==> src/verilog/pio_lines_pkg.sv <==
/*
  Constants, register map and carrier types of the parallel line controller.
  Assumes a 32-bit Avalon-MM slave with byte addresses and one core clock.
*/
// Behaviour
// - Filter-on write 1 enables line filter
// - Filter-off write 1 disables line filter
// - Filter state reads 1 when enabled
// - Drive-set write 1 makes drive value 1
// - Drive-clear write 1 makes drive value 0
// - Drive state reads scheduled drive value
// - Drive state read-only or writable per line
// - Pin level reads actual line level
// - Irq-on write 1 enables change interrupt
// - Irq-off write 1 disables change interrupt
// - Mask state reads 1 while enabled
// - Change status set by detected level change
// - Open-drain-on write 1 selects multi-drive
// - Open-drain-off write 1 restores push-pull
// - Open-drain lines drive low only
// - Pull-up-off write 1 disables pull-up
// - Pull-up-on write 1 enables pull-up
// - Pull-up state reads 0 when on
// - Select-first write 1 picks peripheral A
// - Select-second write 1 picks peripheral B
// - Drive state writes honour write permission
// - Reading change status clears it
// - Interrupt is OR of status bits ANDed with mask
// - Choice state reads 1 for peripheral B
package pio_lines_pkg;

  localparam int LINES = 32;
  localparam int ADDR_W = 8;

  // Lines that exist in this instance
  localparam logic [31:0] IMPL_MASK = 32'hFFFF_FFFF;

  localparam logic [7:0] OFF_OUT_ON = 8'h10;
  localparam logic [7:0] OFF_OUT_OFF = 8'h14;
  localparam logic [7:0] OFF_OUT_STATE = 8'h18;
  localparam logic [7:0] OFF_FILT_ON = 8'h20;
  localparam logic [7:0] OFF_FILT_OFF = 8'h24;
  localparam logic [7:0] OFF_FILT_STATE = 8'h28;
  localparam logic [7:0] OFF_DRV_SET = 8'h30;
  localparam logic [7:0] OFF_DRV_CLR = 8'h34;
  localparam logic [7:0] OFF_DRV_STATE = 8'h38;
  localparam logic [7:0] OFF_PIN_LEVEL = 8'h3C;
  localparam logic [7:0] OFF_IRQ_ON = 8'h40;
  localparam logic [7:0] OFF_IRQ_OFF = 8'h44;
  localparam logic [7:0] OFF_IRQ_MASK = 8'h48;
  localparam logic [7:0] OFF_CHG_STATUS = 8'h4C;
  localparam logic [7:0] OFF_OD_ON = 8'h50;
  localparam logic [7:0] OFF_OD_OFF = 8'h54;
  localparam logic [7:0] OFF_OD_STATE = 8'h58;
  localparam logic [7:0] OFF_PU_OFF = 8'h60;
  localparam logic [7:0] OFF_PU_ON = 8'h64;
  localparam logic [7:0] OFF_PU_STATE = 8'h68;
  localparam logic [7:0] OFF_ALT_A = 8'h70;
  localparam logic [7:0] OFF_ALT_B = 8'h74;
  localparam logic [7:0] OFF_ALT_STATE = 8'h78;
  localparam logic [7:0] OFF_PERMIT_ON = 8'hA0;
  localparam logic [7:0] OFF_PERMIT_OFF = 8'hA4;
  localparam logic [7:0] OFF_PERMIT_STATE = 8'hA8;

  localparam logic [31:0] RST_LINE_REGS = 32'h0000_0000;
  localparam logic [31:0] READ_ZERO = 32'h0000_0000;

  // Edges after reset before change detection starts
  localparam logic [1:0] SETTLE_RST = 2'h0;
  localparam logic [1:0] SETTLE_DONE = 2'h3;

  // Slave handshake states, Gray order
  typedef enum logic [1:0] {
    BUS_IDLE = 2'b00,
    BUS_ANSWER = 2'b01
  } bus_state_t;

  typedef struct packed {
    logic [31:0] level;
    logic [31:0] enable;
  } pad_drive_t;

  typedef struct packed {
    logic [31:0] pullup_on;
    logic [31:0] periph_b;
    logic [31:0] filter_on;
  } line_cfg_t;

endpackage

==> src/verilog/line_input_stage.sv <==
/*
  Per-line input path: two-flop synchroniser, optional glitch filter and
  change detection. Assumes pad_in is asynchronous to core_clk.
*/
`timescale 1ns/1ps
module line_input_stage
  import pio_lines_pkg::*;
(
  input wire logic core_clk,
  input wire logic srst,
  input wire logic [LINES-1:0] pad_in,
  input wire logic [LINES-1:0] filter_on,
  output logic [LINES-1:0] level,
  output logic [LINES-1:0] changed
);

  logic [LINES-1:0] meta_r;
  logic [LINES-1:0] sync_r;
  logic [LINES-1:0] prev_r;
  logic [LINES-1:0] level_r;
  logic [LINES-1:0] level_nxt;
  logic [LINES-1:0] changed_r;
  logic [1:0] settle_r;

  // No false change while the synchroniser still holds reset zeros
  wire settled = (settle_r == SETTLE_DONE);
  wire [1:0] settle_nxt = settled ? SETTLE_DONE : settle_r + 2'h1;
  wire [LINES-1:0] edge_seen;

  genvar i;
  generate
    for (i = 0; i < LINES; i++) begin : g_line
      // Filter passes a level only after it held for two samples
      assign level_nxt[i] = (filter_on[i] && (sync_r[i] != prev_r[i])) ? level_r[i] : sync_r[i];
    end
  endgenerate

  assign edge_seen = settled ? (level_nxt ^ level_r) : RST_LINE_REGS;

  always_ff @(posedge core_clk) begin
    if (srst) begin
      meta_r <= RST_LINE_REGS;
      sync_r <= RST_LINE_REGS;
      prev_r <= RST_LINE_REGS;
      level_r <= RST_LINE_REGS;
      changed_r <= RST_LINE_REGS;
      settle_r <= SETTLE_RST;
    end else begin
      meta_r <= pad_in;
      sync_r <= meta_r;
      prev_r <= sync_r;
      level_r <= level_nxt;
      changed_r <= edge_seen;
      settle_r <= settle_nxt;
    end
  end

  assign level = level_r;
  assign changed = changed_r;

endmodule

==> src/verilog/pio_lines.sv <==
/*
  Register file and pad control of a 32-line parallel controller.
  Assumes an Avalon-MM master with waitrequest, and pads that resolve
  level, enable and pull-up outside this module.
*/
`timescale 1ns/1ps
module pio_lines
  import pio_lines_pkg::*;
(
  input wire logic core_clk,
  input wire logic srst,
  input wire logic [ADDR_W-1:0] avs_address,
  input wire logic avs_read,
  input wire logic avs_write,
  input wire logic [3:0] avs_byteenable,
  input wire logic [31:0] avs_writedata,
  output logic [31:0] avs_readdata,
  output logic avs_waitrequest,
  input wire logic [LINES-1:0] pad_in,
  output pad_drive_t pad_drive,
  output line_cfg_t line_cfg,
  output logic irq
);

  function automatic logic hit(input logic [ADDR_W-1:0] addr, input logic [ADDR_W-1:0] off);
    hit = (addr == off);
  endfunction

  function automatic logic [31:0] lane_mask(input logic [3:0] be);
    lane_mask = {{8{be[3]}}, {8{be[2]}}, {8{be[1]}}, {8{be[0]}}};
  endfunction

  bus_state_t state_r;
  bus_state_t state_nxt;
  logic [31:0] readdata_r;

  logic [31:0] out_en_r;
  logic [31:0] filter_r;
  logic [31:0] drive_r;
  logic [31:0] irq_mask_r;
  logic [31:0] chg_r;
  logic [31:0] od_r;
  logic [31:0] pu_off_r;
  logic [31:0] alt_b_r;
  logic [31:0] permit_r;
  logic irq_r;

  logic [31:0] out_en_nxt;
  logic [31:0] filter_nxt;
  logic [31:0] drive_nxt;
  logic [31:0] irq_mask_nxt;
  logic [31:0] chg_nxt;
  logic [31:0] od_nxt;
  logic [31:0] pu_off_nxt;
  logic [31:0] alt_b_nxt;
  logic [31:0] permit_nxt;

  logic [LINES-1:0] pin_level;
  logic [LINES-1:0] pin_changed;

  line_input_stage u_inputs (
    .core_clk(core_clk),
    .srst(srst),
    .pad_in(pad_in),
    .filter_on(filter_r),
    .level(pin_level),
    .changed(pin_changed)
  );

  // Bus handshake: one wait cycle, answer on the second
  wire req = avs_read | avs_write;
  wire capture = req && (state_r == BUS_IDLE);
  wire accept = req && (state_r == BUS_ANSWER);
  assign avs_waitrequest = req && (state_r != BUS_ANSWER);
  assign avs_readdata = readdata_r;

  always_comb begin
    case (state_r)
      BUS_IDLE: state_nxt = req ? BUS_ANSWER : BUS_IDLE;
      BUS_ANSWER: state_nxt = BUS_IDLE;
      default: state_nxt = BUS_IDLE;
    endcase
  end

  // Write data limited to enabled lanes and existing lines
  wire [31:0] wmask = lane_mask(avs_byteenable) & IMPL_MASK;
  wire [31:0] wbits = avs_writedata & wmask;
  wire wr = accept && avs_write;
  wire [ADDR_W-1:0] a = avs_address;

  wire [31:0] w_out_on = (wr && hit(a, OFF_OUT_ON)) ? wbits : READ_ZERO;
  wire [31:0] w_out_off = (wr && hit(a, OFF_OUT_OFF)) ? wbits : READ_ZERO;
  wire [31:0] w_filt_on = (wr && hit(a, OFF_FILT_ON)) ? wbits : READ_ZERO;
  wire [31:0] w_filt_off = (wr && hit(a, OFF_FILT_OFF)) ? wbits : READ_ZERO;
  wire [31:0] w_drv_set = (wr && hit(a, OFF_DRV_SET)) ? wbits : READ_ZERO;
  wire [31:0] w_drv_clr = (wr && hit(a, OFF_DRV_CLR)) ? wbits : READ_ZERO;
  wire w_drv_state = wr && hit(a, OFF_DRV_STATE);
  wire [31:0] w_irq_on = (wr && hit(a, OFF_IRQ_ON)) ? wbits : READ_ZERO;
  wire [31:0] w_irq_off = (wr && hit(a, OFF_IRQ_OFF)) ? wbits : READ_ZERO;
  wire [31:0] w_od_on = (wr && hit(a, OFF_OD_ON)) ? wbits : READ_ZERO;
  wire [31:0] w_od_off = (wr && hit(a, OFF_OD_OFF)) ? wbits : READ_ZERO;
  wire [31:0] w_pu_off = (wr && hit(a, OFF_PU_OFF)) ? wbits : READ_ZERO;
  wire [31:0] w_pu_on = (wr && hit(a, OFF_PU_ON)) ? wbits : READ_ZERO;
  wire [31:0] w_alt_a = (wr && hit(a, OFF_ALT_A)) ? wbits : READ_ZERO;
  wire [31:0] w_alt_b = (wr && hit(a, OFF_ALT_B)) ? wbits : READ_ZERO;
  wire [31:0] w_permit_on = (wr && hit(a, OFF_PERMIT_ON)) ? wbits : READ_ZERO;
  wire [31:0] w_permit_off = (wr && hit(a, OFF_PERMIT_OFF)) ? wbits : READ_ZERO;

  // Status read clears at the capture edge; new events still set
  wire rd_chg = capture && avs_read && hit(a, OFF_CHG_STATUS);

  assign out_en_nxt = (out_en_r | w_out_on) & ~w_out_off;
  assign filter_nxt = (filter_r | w_filt_on) & ~w_filt_off;
  assign drive_nxt = w_drv_state ?
                     ((drive_r & ~(permit_r & wmask)) | (wbits & permit_r)) :
                     ((drive_r | w_drv_set) & ~w_drv_clr);
  assign irq_mask_nxt = (irq_mask_r | w_irq_on) & ~w_irq_off;
  assign chg_nxt = (rd_chg ? READ_ZERO : chg_r) | (pin_changed & IMPL_MASK);
  assign od_nxt = (od_r | w_od_on) & ~w_od_off;
  assign pu_off_nxt = (pu_off_r | w_pu_off) & ~w_pu_on;
  assign alt_b_nxt = (alt_b_r | w_alt_b) & ~w_alt_a;
  assign permit_nxt = (permit_r | w_permit_on) & ~w_permit_off;

  // Read strobes, one per readable offset
  wire rs_out = hit(a, OFF_OUT_STATE);
  wire rs_filt = hit(a, OFF_FILT_STATE);
  wire rs_drv = hit(a, OFF_DRV_STATE);
  wire rs_pin = hit(a, OFF_PIN_LEVEL);
  wire rs_mask = hit(a, OFF_IRQ_MASK);
  wire rs_chg = hit(a, OFF_CHG_STATUS);
  wire rs_od = hit(a, OFF_OD_STATE);
  wire rs_pu = hit(a, OFF_PU_STATE);
  wire rs_alt = hit(a, OFF_ALT_STATE);
  wire rs_permit = hit(a, OFF_PERMIT_STATE);

  // No strobe for write-only or unmapped offsets, so they read zero
  wire [31:0] read_value = ({32{rs_out}} & out_en_r) |
                           ({32{rs_filt}} & filter_r) |
                           ({32{rs_drv}} & drive_r) |
                           ({32{rs_pin}} & pin_level & IMPL_MASK) |
                           ({32{rs_mask}} & irq_mask_r) |
                           ({32{rs_chg}} & chg_r) |
                           ({32{rs_od}} & od_r) |
                           ({32{rs_pu}} & pu_off_r) |
                           ({32{rs_alt}} & alt_b_r) |
                           ({32{rs_permit}} & permit_r);

  always_ff @(posedge core_clk) begin
    if (srst) begin
      state_r <= BUS_IDLE;
    end else begin
      state_r <= state_nxt;
    end
  end

  always_ff @(posedge core_clk) begin
    if (srst) begin
      readdata_r <= READ_ZERO;
    end else if (capture && avs_read) begin
      readdata_r <= read_value;
    end
  end

  always_ff @(posedge core_clk) begin
    if (srst) begin
      out_en_r <= RST_LINE_REGS;
    end else begin
      out_en_r <= out_en_nxt;
    end
  end

  always_ff @(posedge core_clk) begin
    if (srst) begin
      filter_r <= RST_LINE_REGS;
    end else begin
      filter_r <= filter_nxt;
    end
  end

  always_ff @(posedge core_clk) begin
    if (srst) begin
      drive_r <= RST_LINE_REGS;
    end else begin
      drive_r <= drive_nxt;
    end
  end

  always_ff @(posedge core_clk) begin
    if (srst) begin
      irq_mask_r <= RST_LINE_REGS;
    end else begin
      irq_mask_r <= irq_mask_nxt;
    end
  end

  always_ff @(posedge core_clk) begin
    if (srst) begin
      chg_r <= RST_LINE_REGS;
    end else begin
      chg_r <= chg_nxt;
    end
  end

  always_ff @(posedge core_clk) begin
    if (srst) begin
      od_r <= RST_LINE_REGS;
    end else begin
      od_r <= od_nxt;
    end
  end

  always_ff @(posedge core_clk) begin
    if (srst) begin
      pu_off_r <= RST_LINE_REGS;
    end else begin
      pu_off_r <= pu_off_nxt;
    end
  end

  always_ff @(posedge core_clk) begin
    if (srst) begin
      alt_b_r <= RST_LINE_REGS;
    end else begin
      alt_b_r <= alt_b_nxt;
    end
  end

  always_ff @(posedge core_clk) begin
    if (srst) begin
      permit_r <= RST_LINE_REGS;
    end else begin
      permit_r <= permit_nxt;
    end
  end

  always_ff @(posedge core_clk) begin
    if (srst) begin
      irq_r <= 1'b0;
    end else begin
      irq_r <= |(chg_nxt & irq_mask_nxt);
    end
  end

  // Open-drain lines pull low only; push-pull lines drive both levels
  genvar i;
  generate
    for (i = 0; i < LINES; i++) begin : g_pad
      assign pad_drive.level[i] = od_r[i] ? 1'b0 : drive_r[i];
      assign pad_drive.enable[i] = out_en_r[i] & (od_r[i] ? ~drive_r[i] : 1'b1);
    end
  endgenerate

  assign line_cfg.pullup_on = ~pu_off_r & IMPL_MASK;
  assign line_cfg.periph_b = alt_b_r;
  assign line_cfg.filter_on = filter_r;
  assign irq = irq_r;

endmodule

==> config.mk <==
export PLATFORM = sky130hd
export DESIGN_NAME = pio_lines
export DESIGN_NICKNAME = d
export VERILOG_FILES = /design/src/verilog/pio_lines_pkg.sv /design/src/verilog/line_input_stage.sv /design/src/verilog/pio_lines.sv
export SDC_FILE = /design/constraint.sdc
export NUM_CORES = 1
export LEC_CHECK = 0
export BUFFER_PORTS_ARGS = -buffer_cell sky130_fd_sc_hd__buf_2
export CAP_MARGIN = 10
export CORE_ASPECT_RATIO = 0.75
export CORE_MARGIN = 4
export CORE_UTILIZATION = 30
export DETAILED_ROUTE_END_ITERATION = 6
export GPL_TIMING_DRIVEN = 0
export RECOVER_POWER = 50
export SYNTH_ARGS = -nofsm -noshare
export SYNTH_HDL_FRONTEND = slang
export SYNTH_SLANG_ARGS = --single-unit
==> constraint.sdc <==
create_clock -name core_clk -period 2.1 [get_ports core_clk]
set_input_delay 0 -clock core_clk [delete_from_list [all_inputs] [get_ports core_clk]]
set_output_delay 0 -clock core_clk [all_outputs]
set_load 0.05 [all_outputs]
==> summary.md <==
| Metric | Value |
|---|---|
| Status | `finished with violations` |
| Failing checks | `setup timing` |
| Overall routing resource usage | `27.6%` |
| Req. time, crit path | `2.51 ns` |
| Overflow after GRT | `0` |
| Via Count | `21300` |
| Clk_skew | `0.0401 ns` |
| Post-synth cell types | `46` |
| Met2 WL | `40.8 mm` |
| Routed wl met3 | `15.1 mm` |
| Top-count cell post-synth | `dfxtp_1` |
| Largest net degree at the start of global routing | `16` |
| Synth Area per Inst | `8.81 um2` |
| Die height | `234 um` |
| Max Slew Vio Count | `0` |
| Post-Syn Area | `0.0205 mm2` |
| Top cells by area, synth | `dfxtp_1 (47%), a211oi_1 (8.3%), a21oi_1 (7.1%)` |
| Initial Utilization | `30.5%` |
| Hold Vio Cnt, Final | `0` |
| Worst-margin pin slew | `1.22 ns` |
| Number of synthesis warnings | `0` |
| Crit path capture type | `register` |
| Critical Path AT | `2.91 ns` |
| Multiplexer share of the synthesized area | `0%` |
| Share of cells above drive strength 1 | `14.4%` |
| Core area | `0.0672 mm2` |
| Max incr delay on CP | `0.66 ns` |
| Initial antenna violation count | `6` |
| Setup crit start kind | `register` |
| Fin crit share | `119%` |
| Avg WL per Cell | `28.5 um` |
| Compound-Gate Fraction of Synth Area | `32.4%` |
| Die width | `310 um` |
| Crit-path cells | `nand2b_4 -> or4_4 -> clkbuf_16 -> a21oi_4 -> o22ai_4 -> nor4_4 -> a41oi_2` |
| First-pass GRT wire length | `144 mm` |
| VDD IR-drop max | `0.597 mV` |
| Input/output buffers | `271` |
| Post-synthesis sequential area ratio | `47.3%` |
| Critical path buffers and inverters | `1` |
| Share of synthesized registers carrying an async set or reset | `0%` |
| Final #Nets | `2808` |
| Post-synthesis register bit count | `484` |
| Final core utilization | `38.9%` |
| Final setup viols | `3` |
| Number of global-route vias before repair | `19600` |
| Primary FF master, synth | `dfxtp_1` |
| Simple-gate share of the synthesized area | `13.3%` |
| DP HPWL | `76.7 mm` |
| Root buffer cell | `clkbuf_16` |
| Bufs on Longest Clock Path | `3` |
| DR DRC count | `0` |
| Cell count after synthesis | `2325` |
| Iter 0 DRT Violations | `3357` |
| Adder-cell share of the synthesized area | `0%` |
| Worst path slowest cell | `or4_4` |
| Critical path class | `register to register` |
| Largest family of logic cells by synthesized area | `compound AO/OA/AOI/OAI gates` |
| Worst skew pair latency | `0.63 ns` |
| Syn_nets | `2405` |
| EDFF count, synth | `0` |
| Commonest cells in the netlist | `dfxtp_1 (484), a21oi_1 (289), a211oi_1 (226)` |
| Uppermost layer routed | `met5` |
| Fmax | `400 MHz` |
| Final wirelength | `104 mm` |
| Area Growth Syn to Fin | `27.7%` |
| PwrDens | `787 mW/mm2` |
| Synth Area in XOR/XNOR | `1.37%` |
| Tmin final | `2.50 ns` |
| Max capacitance violation total | `0` |
| TritonCTS Buffers | `51` |
| GP Congestion | `1.05` |
| Leading area contributor after synthesis | `dfxtp_1` |
| IO Pins | `274` |
| H-Tree Depth | `2` |
| Leak | `8.89 nW` |
| Num rows | `82` |
| Met1 wire length | `44.1 mm` |
| CTS tree | `yes` |
| CTS clk-pin slew, worst paths | `0.07 ns` |
| Crit-path max FO | `7` |
| Die area | `0.0726 mm2` |
| TNS Setup | `-0.412 ns` |
| Setup ws final | `-0.399 ns` |
| Number of clock sinks | `484` |
| Pre-antenna DRT Iters | `7` |
| Hold WC Path Type | `primary input to register` |
| RSZ-0062 raised after global routing | `true` |
| Relative slew slack | `18.8%` |
| Antenna-violating nets left | `0` |
| Area share of the largest cell type after synthesis | `47.3%` |
| Vias per cell | `5.82` |
| Delay-heaviest family, CP | `simple AND/OR/NAND/NOR gates` |
-- worst paths after layout --
check	startpoint	end	slack (ns)	cells past startpoint
min reg2reg	u_inputs.meta_r[1]	u_inputs.sync_r[1]	0.43	1
max reg2reg	state_r[0]	irq	-0.40	7
min	avs_address[1]	irq_mask_r[12]	0.01	5
max	state_r[0]	irq	-0.40	7
-- cell type report --
type / count / area (um2)
Antenna cell: 2 / 5.00
Buffer: 207 / 1080
Clock buffer: 72 / 1520
Clock inverter: 22 / 249
Fill cell: 6913 / 41000
Inverter: 81 / 304
Multi-Input combinational cell: 1546 / 10200
Sequential cell: 484 / 9690
Tap cell: 882 / 1100
Timing Repair Buffer: 357 / 2030
-- tightest hold or removal path, cell delays in order --
cell	delay [ns]
buf_2	0.13
nand4bb_4	0.20
o41ai_1	0.09
o31a_1	0.12
nor2_1	0.08
-- through the flow --
step | std cells | total power [W] | area (um2) | hold slack, ns | setup WS [ns]
floorplan | 2325 | 0.0104 | 20600 | 0.128 | -0.0311
global placement | 3478 | 0.0110 | 23000 | 0.211 | -2.31
detailed placement | 3480 | 0.0110 | 23000 | 0.214 | -1.70
CTS | 3648 | 0.0206 | 26100 | 0.00262 | -0.377
global route | 3653 | 0.0211 | 26200 | 0.0645 | -0.391
finish | 3653 | 0.0206 | 26200 | 0.0136 | -0.399
-- report_power, final --
group          switching [W]  leakage, nW  internal, W
Combinational        0.00106         4.09     0.000430
Clock                0.00408        0.873      0.00554
Sequential          0.000141         3.92      0.00933
Total                0.00528         8.89       0.0153
-- layer usage --
| layer | vias up | GRT usage (%) |
|---|---|---|
| met1 | 10100 | 38.8 |
| met4 | 8 | 9.91 |
| li1 | 9441 | - |
| met2 | 1444 | 38.0 |
| met5 | - | 1.26 |
| met3 | 245 | 10.4 |
-- logic make-up after synthesis --
logic type,count (synthesis)
AO/OA/AOI/OAI,961
AND/OR/NAND/NOR,553
flip-flops,484
buffers and inverters,295
XOR/XNOR,32
-- layout by cell type, fill, tap and decap left out, drive strengths merged, types with 4 or more instances in the layout --
| cell type | count |
|---|---|
| a21boi | 32 |
| nor2 | 147 |
| and2 | 32 |
| clkbuf | 406 |
| o22ai | 16 |
| xor2 | 13 |
| a222oi | 32 |
| and4 | 13 |
| o41ai | 32 |
| xnor2 | 19 |
| clkinv | 14 |
| nor2b | 130 |
| nand3 | 43 |
| a221oi | 11 |
| nand2 | 148 |
| o311a | 32 |
| a2111oi | 12 |
| nor4 | 4 |
| dfxtp | 484 |
| bufinv | 4 |
| or4b | 4 |
| a21o | 31 |
| a22o | 19 |
| nor3 | 17 |
| a311oi | 38 |
| a211oi | 226 |
| a22oi | 66 |
| o21ai | 79 |
| a21oi | 302 |
| buf | 156 |
| o31a | 32 |
| inv | 83 |
| dlygate4sd3 | 73 |
-- repair_timing --
item	in CTS	in global routing
pin swaps	10	8
buffers inserted	6	3
cloned	0	2
endpoints found under the hold margin	146	0
resized for setup	191	51
setup endpoints to repair	274	232
hold buffers	73	0
Note: power is estimated with default switching activity, not from simulation.
